--- src/brg_pkg.sv ---
// shared constants for the brake resistor thermal guard
package brg_pkg;
    localparam int          BRG_CLK_MHZ       = 125;
    // estimate scaling: full scale equals 100 percent
    localparam logic [15:0] BRG_FULL          = 16'h2710;
    localparam logic [15:0] BRG_ALARM_LVL     = 16'h1D4C;
    localparam logic [15:0] BRG_RELEASE_LVL   = 16'h251C;
    localparam logic [6:0]  BRG_PCT_DIV       = 7'h64;
    // model update period, short so a full-scale climb fits a short run
    localparam int          BRG_TICK_US       = 1;
    localparam int          BRG_TICK_CYC      = BRG_TICK_US * BRG_CLK_MHZ;
    // bus voltage thresholds per rating
    localparam logic [11:0] BRG_VTH_200       = 12'h186;
    localparam logic [11:0] BRG_VTH_400       = 12'h30C;
    localparam logic [11:0] BRG_VTH_690       = 12'h460;
    // register map
    localparam logic [3:0]  BRG_REG_DUR       = 4'h0;
    localparam logic [3:0]  BRG_REG_INTERVAL  = 4'h1;
    localparam logic [3:0]  BRG_REG_MODE      = 4'h2;
    localparam logic [3:0]  BRG_REG_RATING    = 4'h3;
    localparam logic [3:0]  BRG_REG_TEMP      = 4'h4;
    localparam logic [3:0]  BRG_REG_STATUS    = 4'h5;
    localparam logic [3:0]  BRG_REG_EVENTS    = 4'h6;
    localparam logic [3:0]  BRG_REG_CLEAR     = 4'h7;
    localparam logic [3:0]  BRG_REG_ENABLE    = 4'h8;
    // reset values
    localparam logic [15:0] BRG_DUR_RST       = 16'h0000;
    localparam logic [15:0] BRG_INTERVAL_RST  = 16'h0000;
    localparam logic [1:0]  BRG_MODE_RST      = 2'h0;
    localparam logic [1:0]  BRG_RATING_RST    = 2'h0;
    // event bits
    localparam int          BRG_EV_ALARM      = 0;
    localparam int          BRG_EV_TRIP       = 1;
    localparam int          BRG_EV_INHIBIT    = 2;
    localparam int          BRG_EV_RELEASE    = 3;
    localparam int          BRG_EV_N          = 4;
    typedef enum logic [1:0] {
        BRG_ST_NORMAL  = 2'b00,
        BRG_ST_INHIBIT = 2'b01,
        BRG_ST_TRIPPED = 2'b10
    } brg_state_t;
endpackage

--- src/brg_model.sv ---
// thermal model of the braking resistor, stepped once per tick
`timescale 1ns/1ps
module brg_model
    import brg_pkg::*;
(
    input  wire logic        clk,
    input  wire logic        resetn,
    input  wire logic        tick,
    input  wire logic        conducting,
    input  wire logic [15:0] overload_duration_setting,
    input  wire logic [15:0] overload_repeat_interval_setting,
    output logic      [15:0] resistor_temp_estimate
);
    logic [15:0] next_temp;
    logic [16:0] rise;
    logic [16:0] fall;
    logic [16:0] up;

    // rates: full scale reached in duration ticks, emptied in interval ticks
    always_comb begin
        rise = (overload_duration_setting == 16'h0000) ? {1'b0, BRG_FULL}
             : {1'b0, BRG_FULL / overload_duration_setting};
        if (rise == 17'h00000) begin
            rise = 17'h00001;
        end
        fall = (overload_repeat_interval_setting == 16'h0000) ? {1'b0, BRG_FULL}
             : {1'b0, BRG_FULL / overload_repeat_interval_setting};
        if (fall == 17'h00000) begin
            fall = 17'h00001;
        end
        up = {1'b0, resistor_temp_estimate} + rise;
        next_temp = resistor_temp_estimate;
        if (tick) begin
            if (conducting) begin
                next_temp = (up > {1'b0, BRG_FULL}) ? BRG_FULL : up[15:0];
            end else begin
                next_temp = ({1'b0, resistor_temp_estimate} < fall) ? 16'h0000
                          : 16'(resistor_temp_estimate - fall[15:0]);
            end
        end
    end

    always_ff @(posedge clk or negedge resetn) begin
        if (!resetn) begin
            resistor_temp_estimate <= 16'h0000;
        end else begin
            resistor_temp_estimate <= next_temp;
        end
    end
endmodule

--- src/brg_guard.sv ---
// brake resistor thermal guard: chopper, model, alarm, trip or inhibit, registers
// How it works
// - a thermal model keeps the resistor temperature as hundredths of a percent, 0 ambient, 10000 the limit.
// - the overload alarm is high while the estimate exceeds 75 percent and the braking transistor is on.
// - in protection modes 0 and 1 the resistor overload trip is raised when the estimate reaches full scale.
// - the protection mode resets to 0, trip on overload.
// - in protection modes 2 and 3 reaching full scale raises no trip.
// - in modes 2 and 3 the braking transistor is forced off at full scale until the estimate is below 95 percent.
// - once below 95 percent normal braking transistor switching is allowed again.
// - the braking transistor turns on when the bus voltage reaches 390, 780 or 1120 V by rating.
`timescale 1ns/1ps
module brg_guard
    import brg_pkg::*;
(
    input  wire logic        clk,
    input  wire logic        resetn,
    input  wire logic [3:0]  addr,
    input  wire logic [31:0] wdata,
    input  wire logic        wr,
    input  wire logic        rd,
    output logic      [31:0] rdata,
    input  wire logic [11:0] dc_bus_volts,
    input  wire logic        trip_reset,
    output logic             braking_transistor,
    output logic             overload_alarm,
    output logic             resistor_overload_trip,
    output logic             irq
);
    logic [15:0]         overload_duration_setting;
    logic [15:0]         overload_repeat_interval_setting;
    logic [1:0]          protection_mode_setting;
    logic [1:0]          rating;
    logic [15:0]         next_dur;
    logic [15:0]         next_interval;
    logic [1:0]          next_mode;
    logic [1:0]          next_rating;
    logic [15:0]         resistor_temp_estimate;
    logic [31:0]         tick_cnt;
    logic [31:0]         next_tick_cnt;
    logic                tick;
    brg_state_t          state;
    brg_state_t          next_state;
    logic [11:0]         vth;
    logic                want_on;
    logic                next_brake;
    logic                next_alarm;
    logic [BRG_EV_N-1:0] events;
    logic [BRG_EV_N-1:0] next_events;
    logic [BRG_EV_N-1:0] ev_pulse;
    logic [BRG_EV_N-1:0] irq_en;
    logic [BRG_EV_N-1:0] next_irq_en;
    logic [31:0]         next_rdata;
    logic                alarm_prev;
    logic [BRG_EV_N-1:0] clear_mask;

    // configuration registers
    always_comb begin
        next_dur      = overload_duration_setting;
        next_interval = overload_repeat_interval_setting;
        next_mode     = protection_mode_setting;
        next_rating   = rating;
        next_irq_en   = irq_en;
        if (wr) begin
            case (addr)
                BRG_REG_DUR: begin
                    next_dur = wdata[15:0];
                end
                BRG_REG_INTERVAL: begin
                    next_interval = wdata[15:0];
                end
                BRG_REG_MODE: begin
                    next_mode = wdata[1:0];
                end
                BRG_REG_RATING: begin
                    next_rating = wdata[1:0];
                end
                BRG_REG_ENABLE: begin
                    next_irq_en = wdata[BRG_EV_N-1:0];
                end
                default: begin
                end
            endcase
        end
    end

    always_ff @(posedge clk or negedge resetn) begin
        if (!resetn) begin
            overload_duration_setting        <= BRG_DUR_RST;
            overload_repeat_interval_setting <= BRG_INTERVAL_RST;
            protection_mode_setting          <= BRG_MODE_RST;
            rating                           <= BRG_RATING_RST;
            irq_en                           <= '0;
        end else begin
            overload_duration_setting        <= next_dur;
            overload_repeat_interval_setting <= next_interval;
            protection_mode_setting          <= next_mode;
            rating                           <= next_rating;
            irq_en                           <= next_irq_en;
        end
    end

    // model tick generator
    always_comb begin
        tick          = (tick_cnt == 32'(BRG_TICK_CYC - 1));
        next_tick_cnt = tick ? 32'h00000000 : tick_cnt + 32'h00000001;
    end

    always_ff @(posedge clk or negedge resetn) begin
        if (!resetn) begin
            tick_cnt <= 32'h00000000;
        end else begin
            tick_cnt <= next_tick_cnt;
        end
    end

    brg_model u_model (
        .clk                              (clk),
        .resetn                           (resetn),
        .tick                             (tick),
        .conducting                       (braking_transistor),
        .overload_duration_setting        (overload_duration_setting),
        .overload_repeat_interval_setting (overload_repeat_interval_setting),
        .resistor_temp_estimate           (resistor_temp_estimate)
    );

    // protection state and chopper
    always_comb begin
        case (rating)
            2'h1:    vth = BRG_VTH_400;
            2'h2:    vth = BRG_VTH_690;
            default: vth = BRG_VTH_200;
        endcase
        want_on    = (dc_bus_volts >= vth);
        next_state = state;
        case (state)
            BRG_ST_NORMAL: begin
                if (resistor_temp_estimate >= BRG_FULL) begin
                    // trip in modes 0 and 1
                    // no trip in modes 2 and 3
                    next_state = protection_mode_setting[1] ? BRG_ST_INHIBIT : BRG_ST_TRIPPED;
                end
            end
            BRG_ST_INHIBIT: begin
                if (resistor_temp_estimate < BRG_RELEASE_LVL) begin
                    next_state = BRG_ST_NORMAL;
                end
            end
            BRG_ST_TRIPPED: begin
                if (trip_reset && resistor_temp_estimate < BRG_FULL) begin
                    next_state = BRG_ST_NORMAL;
                end
            end
            default: begin
                next_state = BRG_ST_NORMAL;
            end
        endcase
        next_brake = want_on && (next_state == BRG_ST_NORMAL);
        // alarm above 75 percent while active
        next_alarm = next_brake && (resistor_temp_estimate > BRG_ALARM_LVL);
    end

    always_ff @(posedge clk or negedge resetn) begin
        if (!resetn) begin
            state                  <= BRG_ST_NORMAL;
            braking_transistor     <= 1'b0;
            overload_alarm         <= 1'b0;
            resistor_overload_trip <= 1'b0;
        end else begin
            state                  <= next_state;
            braking_transistor     <= next_brake;
            overload_alarm         <= next_alarm;
            resistor_overload_trip <= (next_state == BRG_ST_TRIPPED);
        end
    end

    // sticky events, set wins over clear
    always_comb begin
        ev_pulse                 = '0;
        ev_pulse[BRG_EV_ALARM]   = next_alarm && !alarm_prev;
        ev_pulse[BRG_EV_TRIP]    = (next_state == BRG_ST_TRIPPED) && (state != BRG_ST_TRIPPED);
        ev_pulse[BRG_EV_INHIBIT] = (next_state == BRG_ST_INHIBIT) && (state != BRG_ST_INHIBIT);
        ev_pulse[BRG_EV_RELEASE] = (next_state == BRG_ST_NORMAL) && (state == BRG_ST_INHIBIT);
        clear_mask               = (wr && addr == BRG_REG_CLEAR) ? wdata[BRG_EV_N-1:0] : '0;
        next_events              = (events & ~clear_mask) | ev_pulse;
    end

    always_ff @(posedge clk or negedge resetn) begin
        if (!resetn) begin
            events     <= '0;
            alarm_prev <= 1'b0;
            irq        <= 1'b0;
        end else begin
            events     <= next_events;
            alarm_prev <= next_alarm;
            irq        <= |(next_events & next_irq_en);
        end
    end

    // read port
    always_comb begin
        next_rdata = 32'h00000000;
        if (rd) begin
            case (addr)
                BRG_REG_DUR:      next_rdata = {16'h0000, overload_duration_setting};
                BRG_REG_INTERVAL: next_rdata = {16'h0000, overload_repeat_interval_setting};
                BRG_REG_MODE:     next_rdata = {30'h00000000, protection_mode_setting};
                BRG_REG_RATING:   next_rdata = {30'h00000000, rating};
                BRG_REG_TEMP:     next_rdata = {16'h0000, resistor_temp_estimate};
                BRG_REG_STATUS:   next_rdata = {27'h0000000, state, overload_alarm,
                                                resistor_overload_trip, braking_transistor};
                BRG_REG_EVENTS:   next_rdata = {28'h0000000, events};
                BRG_REG_ENABLE:   next_rdata = {28'h0000000, irq_en};
                default:          next_rdata = 32'h00000000;
            endcase
        end
    end

    always_ff @(posedge clk or negedge resetn) begin
        if (!resetn) begin
            rdata <= 32'h00000000;
        end else begin
            rdata <= next_rdata;
        end
    end
endmodule

--- config.mk ---
export PLATFORM = sky130hd
export DESIGN_NAME = brg_guard
export DESIGN_NICKNAME = d
export VERILOG_FILES = /design/src/brg_pkg.sv /design/src/brg_model.sv /design/src/brg_guard.sv
export SDC_FILE = /design/constraint.sdc
export NUM_CORES = 1
export LEC_CHECK = 0
export ABC_CLOCK_PERIOD_IN_PS = 25500
export BUFFER_PORTS_ARGS = -buffer_cell sky130_fd_sc_hd__buf_4
export CORE_UTILIZATION = 45
export CTS_CLUSTER_SIZE = 30
export DETAILED_ROUTE_END_ITERATION = 10
export PLACE_DENSITY_LB_ADDON = 0.15
export SLEW_MARGIN = 40
export SYNTH_ARGS = -nofsm -noshare
export SYNTH_HDL_FRONTEND = slang
export SYNTH_SLANG_ARGS = --single-unit
--- constraint.sdc ---
create_clock -name clk -period 25.5 [get_ports clk]
set_input_delay 5.1 -clock clk [delete_from_list [all_inputs] [get_ports clk]]
set_output_delay 5.1 -clock clk [all_outputs]
set_load 0.03 [all_outputs]
### Word-level counts from Yosys, hierarchy flattened

Index checks and enable logic that the tools add are counted.

| cells by class | value |
|---|---|
| add/sub/neg operators | 3 |
| div/mod/pow operators | 2 |
| $lt $le $gt $ge | 7 |
| eq/ne operators | 17 |
| mux-type cells | 19 |
| bitwise operators | 4 |
| reductions and logical operators | 21 |

Operators with widths:

| kind | number |
|---|---|
| 16-bit one-hot mux with 8 select lines | 1 |
| 16-bit two-way mux | 6 |
| 17-bit logical NOT | 2 |
| 17-bit two-way mux | 2 |
| 32-bit by 1-bit adder with 32-bit output (second input constant) | 1 |
| 14-bit by 16-bit divider with 16-bit output (first input constant) | 2 |
| 32-bit by 7-bit == test with 1-bit output (second input constant) | 1 |
| 16-bit logical NOT | 2 |
| 16-bit by 14-bit less-than comparator with 1-bit output (second input constant) | 2 |
| 32-bit two-way mux | 1 |
| 11-bit one-hot mux with 2 select lines | 1 |
| 16-bit by 17-bit adder with 17-bit output | 1 |
| 17-bit by 14-bit > comparator with 1-bit output (second input constant) | 1 |
| 16-bit by 17-bit less-than comparator with 1-bit output | 1 |
| 4-bit by 3-bit == test with 1-bit output (second input constant) | 4 |
| 16-bit by 14-bit greater-or-equal comparator with 1-bit output (second input constant) | 1 |
| 16-bit by 13-bit > comparator with 1-bit output (second input constant) | 1 |
| 16-bit subtractor | 1 |
| 12-bit greater-or-equal comparator | 1 |
| 4-bit two-way mux | 3 |
| 4-bit bitwise AND | 2 |
| 4-bit by 2-bit == test with 1-bit output (second input constant) | 2 |
| 1-bit logical AND | 8 |
| 2-bit two-way mux | 4 |
| other kinds (14) | 22 |

| word-level totals | value |
|---|---|
| flip-flop bits (word level) | 130 |

### Depth between registers and ports, before layout

| logic depth | value |
|---|---|
| depth after elaboration | 11 |
| depth in mapped cells | 140 |
| depth with buffers taken out | 128 |

### Cells and area by module

Synthesis repeated with hierarchy kept, for this count alone.

| second synthesis, totals | value |
|---|---|
| cell total of the unflattened synthesis | 2786 |
| area, all modules | 21200.3 um^2 |

Modules (own cells, without submodules):

| module | times used | cells each | area an instance (um^2) |
|---|---|---|---|
| brg_model | 1 | 2346 | 16339.4 |
| brg_guard | 1 | 440 | 4860.9 |

### Worst setup path after synthesis

OpenSTA, ideal clock, no wires.

| timing path | value |
|---|---|
| kind | register to register |
| from | register overload_duration_setting[0] |
| to | register u_model.resistor_temp_estimate[0] |
| setup time | 86 ps |
| arrival | 27665 ps |
| setup slack | -2251 ps |
| stages on the path, launching flop included | 128 |
| path buffers | 14 |
| period minus slack after synthesis | 27751 ps |
| cell sequence | dfrtp_1 -> clkbuf_1 -> inv_1 -> clkbuf_1 -> ha_1 -> nor3b_1 -> and3_1 -> ha_1 -> o21ai_0 -> a211oi_1 -> xnor2_1 -> and2_1 -> ha_1 -> o211a_1 -> or2_2 -> clkbuf_1 -> o211ai_1 -> nand2_1 -> [92 not listed] -> o21ai_0 -> nand2b_1 -> a21oi_1 -> o21ai_0 -> a21oi_1 -> mux2i_1 -> ha_1 -> inv_1 -> fa_1 -> nor2b_1 -> o31a_1 -> o21ai_0 -> a2111oi_0 -> nor4bb_1 -> nor2_1 -> nor2_1 -> nand4_1 -> o21ai_0 |

| on the way | value |
|---|---|
| word-level cells in the longest chain between the ends | 8 |
| elaborated cells between the ends (all ways) | 9 |

RTL lines:

| what | RTL line | RTL |
|---|---|---|
| start, declared | brg_guard.sv:29 | `logic [15:0] overload_duration_setting;` |
| start signal, assigned | brg_guard.sv:94 | `overload_duration_setting <= next_dur;` |
| 14-bit by 16-bit divider with 16-bit output or 16-bit logical NOT (tied branches) | brg_model.sv:22, brg_model.sv:21 |  |
| 16-bit two-way mux * | brg_model.sv:21 | `rise = (overload_duration_setting == 16'h0000) ? {1'b0, BRG_FULL}` |
| 17-bit logical NOT | brg_model.sv:23 | `if (rise == 17'h00000) begin` |
| 17-bit two-way mux * | brg_model.sv:23 |  |
| 16-bit by 17-bit adder with 17-bit output * | brg_model.sv:31 | `up = {1'b0, resistor_temp_estimate} + rise;` |
| 17-bit by 14-bit > comparator with 1-bit output | brg_model.sv:35 | `next_temp = (up > {1'b0, BRG_FULL}) ? BRG_FULL : up[15:0];` |
| 16-bit two-way mux * | brg_model.sv:35 |  |
| 16-bit two-way mux * | brg_model.sv:34 | `if (conducting) begin` |
| end signal, assigned | brg_model.sv:47 | `resistor_temp_estimate <= next_temp;` |
| end, declared | brg_model.sv:12 | `output logic [15:0] resistor_temp_estimate` |

Every way passes the cells marked *; elsewhere a longest branch is shown, timed or not.
A chain may end at the register's enable or synchronous reset.

### Worst setup path in the final report

| timing path | value |
|---|---|
| from | register overload_repeat_interval_setting[14] |
| to | register u_model.resistor_temp_estimate[14] |

| on the way | value |
|---|---|
| word-level cells in the longest chain between the ends | 7 |
| elaborated cells between the ends (all ways) | 9 |

RTL lines:

| what | RTL line | RTL |
|---|---|---|
| start, declared | brg_guard.sv:30 | `logic [15:0] overload_repeat_interval_setting;` |
| start signal, assigned | brg_guard.sv:95 | `overload_repeat_interval_setting <= next_interval;` |
| 14-bit by 16-bit divider with 16-bit output or 16-bit logical NOT (tied branches) | brg_model.sv:27, brg_model.sv:26 |  |
| 16-bit two-way mux * | brg_model.sv:26 | `fall = (overload_repeat_interval_setting == 16'h0000) ? {1'b0, BRG_FULL}` |
| 17-bit logical NOT | brg_model.sv:28 | `if (fall == 17'h00000) begin` |
| 17-bit two-way mux * | brg_model.sv:28 |  |
| 16-bit subtractor or 16-bit by 17-bit less-than comparator with 1-bit output (tied branches) | brg_model.sv:38, brg_model.sv:37 |  |
| 16-bit two-way mux * | brg_model.sv:37 | `next_temp = ({1'b0, resistor_temp_estimate} < fall) ? 16'h0000` |
| 16-bit two-way mux * | brg_model.sv:34 |  |

Marks and branches as above.

==> flow_metrics.env <==
export IMPL_use_met2_pct=57.2
export IMPL_endpoint_kind="register"
export IMPL_worstPathArrival_ps=25470
export IMPL_status="complete, no violations"
export IMPL_clk_latency_ps=420
export IMPL_worst_path_largest_cell_delay_ps=520
export IMPL_root_buffer="clkbuf_16"
export IMPL_max_slew_margin_pct=28.3
export IMPL_grt_pass1_vias=24100
export IMPL_antenna_found_initial=2
export IMPL_critPathLaunchType="register"
export IMPL_timing_max_cap_violations=0
export IMPL_cts_sink_count=114
export IMPL_drc=0
export IMPL_dp_cells=4086
export IMPL_ys_types=89
export IMPL_ant_nets=0
export IMPL_cts_buffer_depth=2
export IMPL_tritoncts="built"
export IMPL_gr_total_overflow=0
export IMPL_setup_violations=0
export IMPL_p_seq_share_pct=4.9
export IMPL_finClkSkew_ps=10.3
export IMPL_nets=3987
export IMPL_crit_required_ps=25800
export IMPL_io_pin_count=89
export IMPL_syn_cell_area_um2=20200
export IMPL_design_die_area_um2=45800
export IMPL_p_leak_nw=14.7
export IMPL_grtUsageMet3_pct=2.64
export IMPL_dieHeight_um=214
export IMPL_stdcell_count=4249
export IMPL_n_fill_cell=3544
export IMPL_grt_first_pass_wirelength_um=121000
export IMPL_synth_common_cells="287 x ha_1, 269 x nor2_1, 226 x nand2_1, 193 x a21oi_1, 156 x o21ai_0"
export IMPL_use_met1_pct=40.5
export IMPL_ys_warn_count=0
export IMPL_rrSetupSlack_ps=330
export IMPL_wirelength_um=80300
export IMPL_place_congestion=0.957
export IMPL_initial_utilization_pct=45.6
export IMPL_worstMarginPinSlew_ps=1070
export IMPL_rows=77
export IMPL_tns_ps=0
export IMPL_pwr_share_clk_pct=5.4
export IMPL_rsz0062_at_grt="yes"
export IMPL_netlist_instances=2668
export IMPL_async_flop_share_pct=100
export IMPL_crit_slowest_cell="or4_4"
export IMPL_netSwitchingFraction_pct=45.5
export IMPL_grt_max_degree=85
export IMPL_place_hpwl_um=60100
export IMPL_htree_levels=4
export IMPL_synth_area_leaders="ha_1 18%, dfrtp_1 14%, xnor2_1 5.6%"
export IMPL_avgSynthCellArea_um2=7.58
export IMPL_synth_edff_count=0
export IMPL_groute_usage_overall_pct=32.1
export IMPL_synth_seq_cells=114
export IMPL_hold_class="register to register"
export IMPL_power_mw=4.34
export IMPL_p_switching_mw=1.98
export IMPL_area_growth_pct=55.2
export IMPL_path_max_fanout=12
export IMPL_synth_top_area_share_pct=17.8
export IMPL_die_w_um=214
export IMPL_yosysMostFrequentCell="ha_1"
export IMPL_path_delay_family="compound AO/OA/AOI/OAI gates"
export IMPL_crit_top_cell="buf_4"
export IMPL_whs_ps=490
export IMPL_numCtsBuffers=17
export IMPL_p_per_area_nw_per_um2=138
export IMPL_drive_above_1_share_pct=41.6
export IMPL_p_int_mw=2.37
export IMPL_yosys_area_top_type="ha_1"
export IMPL_critical_path_class="register to register"
export IMPL_fmax_mhz=39.7
export IMPL_vias=25000
export IMPL_final_max_slew_viol_count=0
export IMPL_seq_area_frac_synth_pct=14.1
export IMPL_power_frac_comb_pct=89.6
export IMPL_drtIter0Drc=2040
export IMPL_wire_per_inst_um=18.9
export IMPL_min_period_ps=25170
export IMPL_path_clk_slew_ps=50
export IMPL_hold_violations=0
export IMPL_core_um2=44300
export IMPL_dr_pass1_iters=8
export IMPL_synth_ff_type="dfrtp_1"
export IMPL_irDropWorstVdd_uv=118
export IMPL_critPathBufInv=21
export IMPL_grt_busiest_layer="met2"
export IMPL_vias_per_cell=5.88
export IMPL_fin_crit_sh_pct=98.7
export IMPL_port_buffers=56
path summary, 6_finish.rpt:
path                                                           start                                 end  cells after the start
max in group asynchronous                                     resetn   u_model.resistor_temp_estimate[5]                      2
worst min register to register                          tick_cnt[29]                        tick_cnt[29]                      1
worst min-delay path                                    tick_cnt[29]                        tick_cnt[29]                      1
worst max-delay path            overload_repeat_interval_setting[14]  u_model.resistor_temp_estimate[14]                    130
min in group asynchronous                                     resetn                        tick_cnt[27]                      1
worst max register to register  overload_repeat_interval_setting[14]  u_model.resistor_temp_estimate[14]                    130
stage by stage:
stage,area [µm²],util (%),worst slack (ps)
3_5_place_dp,27500,62.0,-1230
6_report,31400,70.8,330
4_1_cts,28600,64.5,-3.41
3_3_place_gp,27500,62.0,-902
5_1_grt,31400,70.8,-648
2_1_floorplan,20400,-,28.8
kinds of logic (layout without fill, tap and decap cells):
group | count (synthesis) | count (layout) | synth area share [%]
DFF | 114 | 114 | 14.1
adders and majority gates | 289 | 289 | 18.0
xor gates and xnor gates | 194 | 194 | 8.40
muxes | 112 | 112 | 6.12
buffers and inverters | 196 | 1168 | 3.95
other | 2 | 19 | 0.0371
and+or+nand+nor | 942 | 942 | 22.5
AOI/OAI and AO/OA | 819 | 819 | 27.0
power by group through the flow:
stage          logic, mW  registers (mW)  clock network (mW)
6_report            3.89           0.214               0.237
5_1_grt             4.21           0.215               0.247
4_1_cts             3.37           0.212               0.238
3_5_place_dp        3.24           0.215                   0
3_3_place_gp        3.15           0.215                   0
2_1_floorplan       1.89           0.220                   0
flip-flops by register name (all words and copies together), names as in the netlist, 2 cells and up:
signal and count:
tick_cnt 32, events 4, overload_repeat_interval_setting 16, state 2, rating 2, rdata 16, u_model.resistor_temp_estimate 16, protection_mode_setting 2
irq_en 4, overload_duration_setting 16
layout by cell type (no fill, tap or decap), types with 82 or more instances in the layout:
| cell | Yosys | final |
|---|---|---|
| a21oi_1 | 193 | 139 |
| buf_4 | 16 | 987 |
| dfrtp_1 | 114 | 114 |
| ha_1 | 287 | 233 |
| inv_1 | 118 | 108 |
| nand2_1 | 226 | 205 |
| nand3_1 | 87 | 82 |
| nor2_1 | 269 | 247 |
| o21ai_0 | 156 | 87 |
| xnor2_1 | 130 | 127 |
routing by layer:
metal  vias up  part of all wire (%)
met5         -                 0.016
li1      12000                     -
met3       171                   4.7
met2       774                    49
met1     12100                    43
met4         2                   3.4
what timing repair did:
item,in CTS,in global routing
endpoints found under the setup margin,16,16
hold buffers,0,0
pin swaps,36,239
cloned,0,3
hold endpoints to repair,0,0
setup buffers,30,100
resized for setup,92,423
final cells by class:
cell class              instances  area (µm²)  area share, %
diodes                          1        2.50        0.00797
clock buffers                  20         437           1.39
clock inverters                10         138          0.439
inverters                     118         448           1.43
multi-input cells            2374       19000           60.5
flip-flops and latches        114        2850           9.09
well taps                     592         741           2.36
repair buffers               1020        7790           24.8
worst reg2reg max path: cells and delay by family (launching register included):
kind                       cells  cell delay, ps
AOI/OAI and AO/OA             59           12200
muxes                          2             670
buffers and inverters         21            3020
DFF                            1             390
and+or+nand+nor               31            4440
adders and majority gates     16            4180
xor gates and xnor gates       1             160
Power figures use the tool's default switching activity.
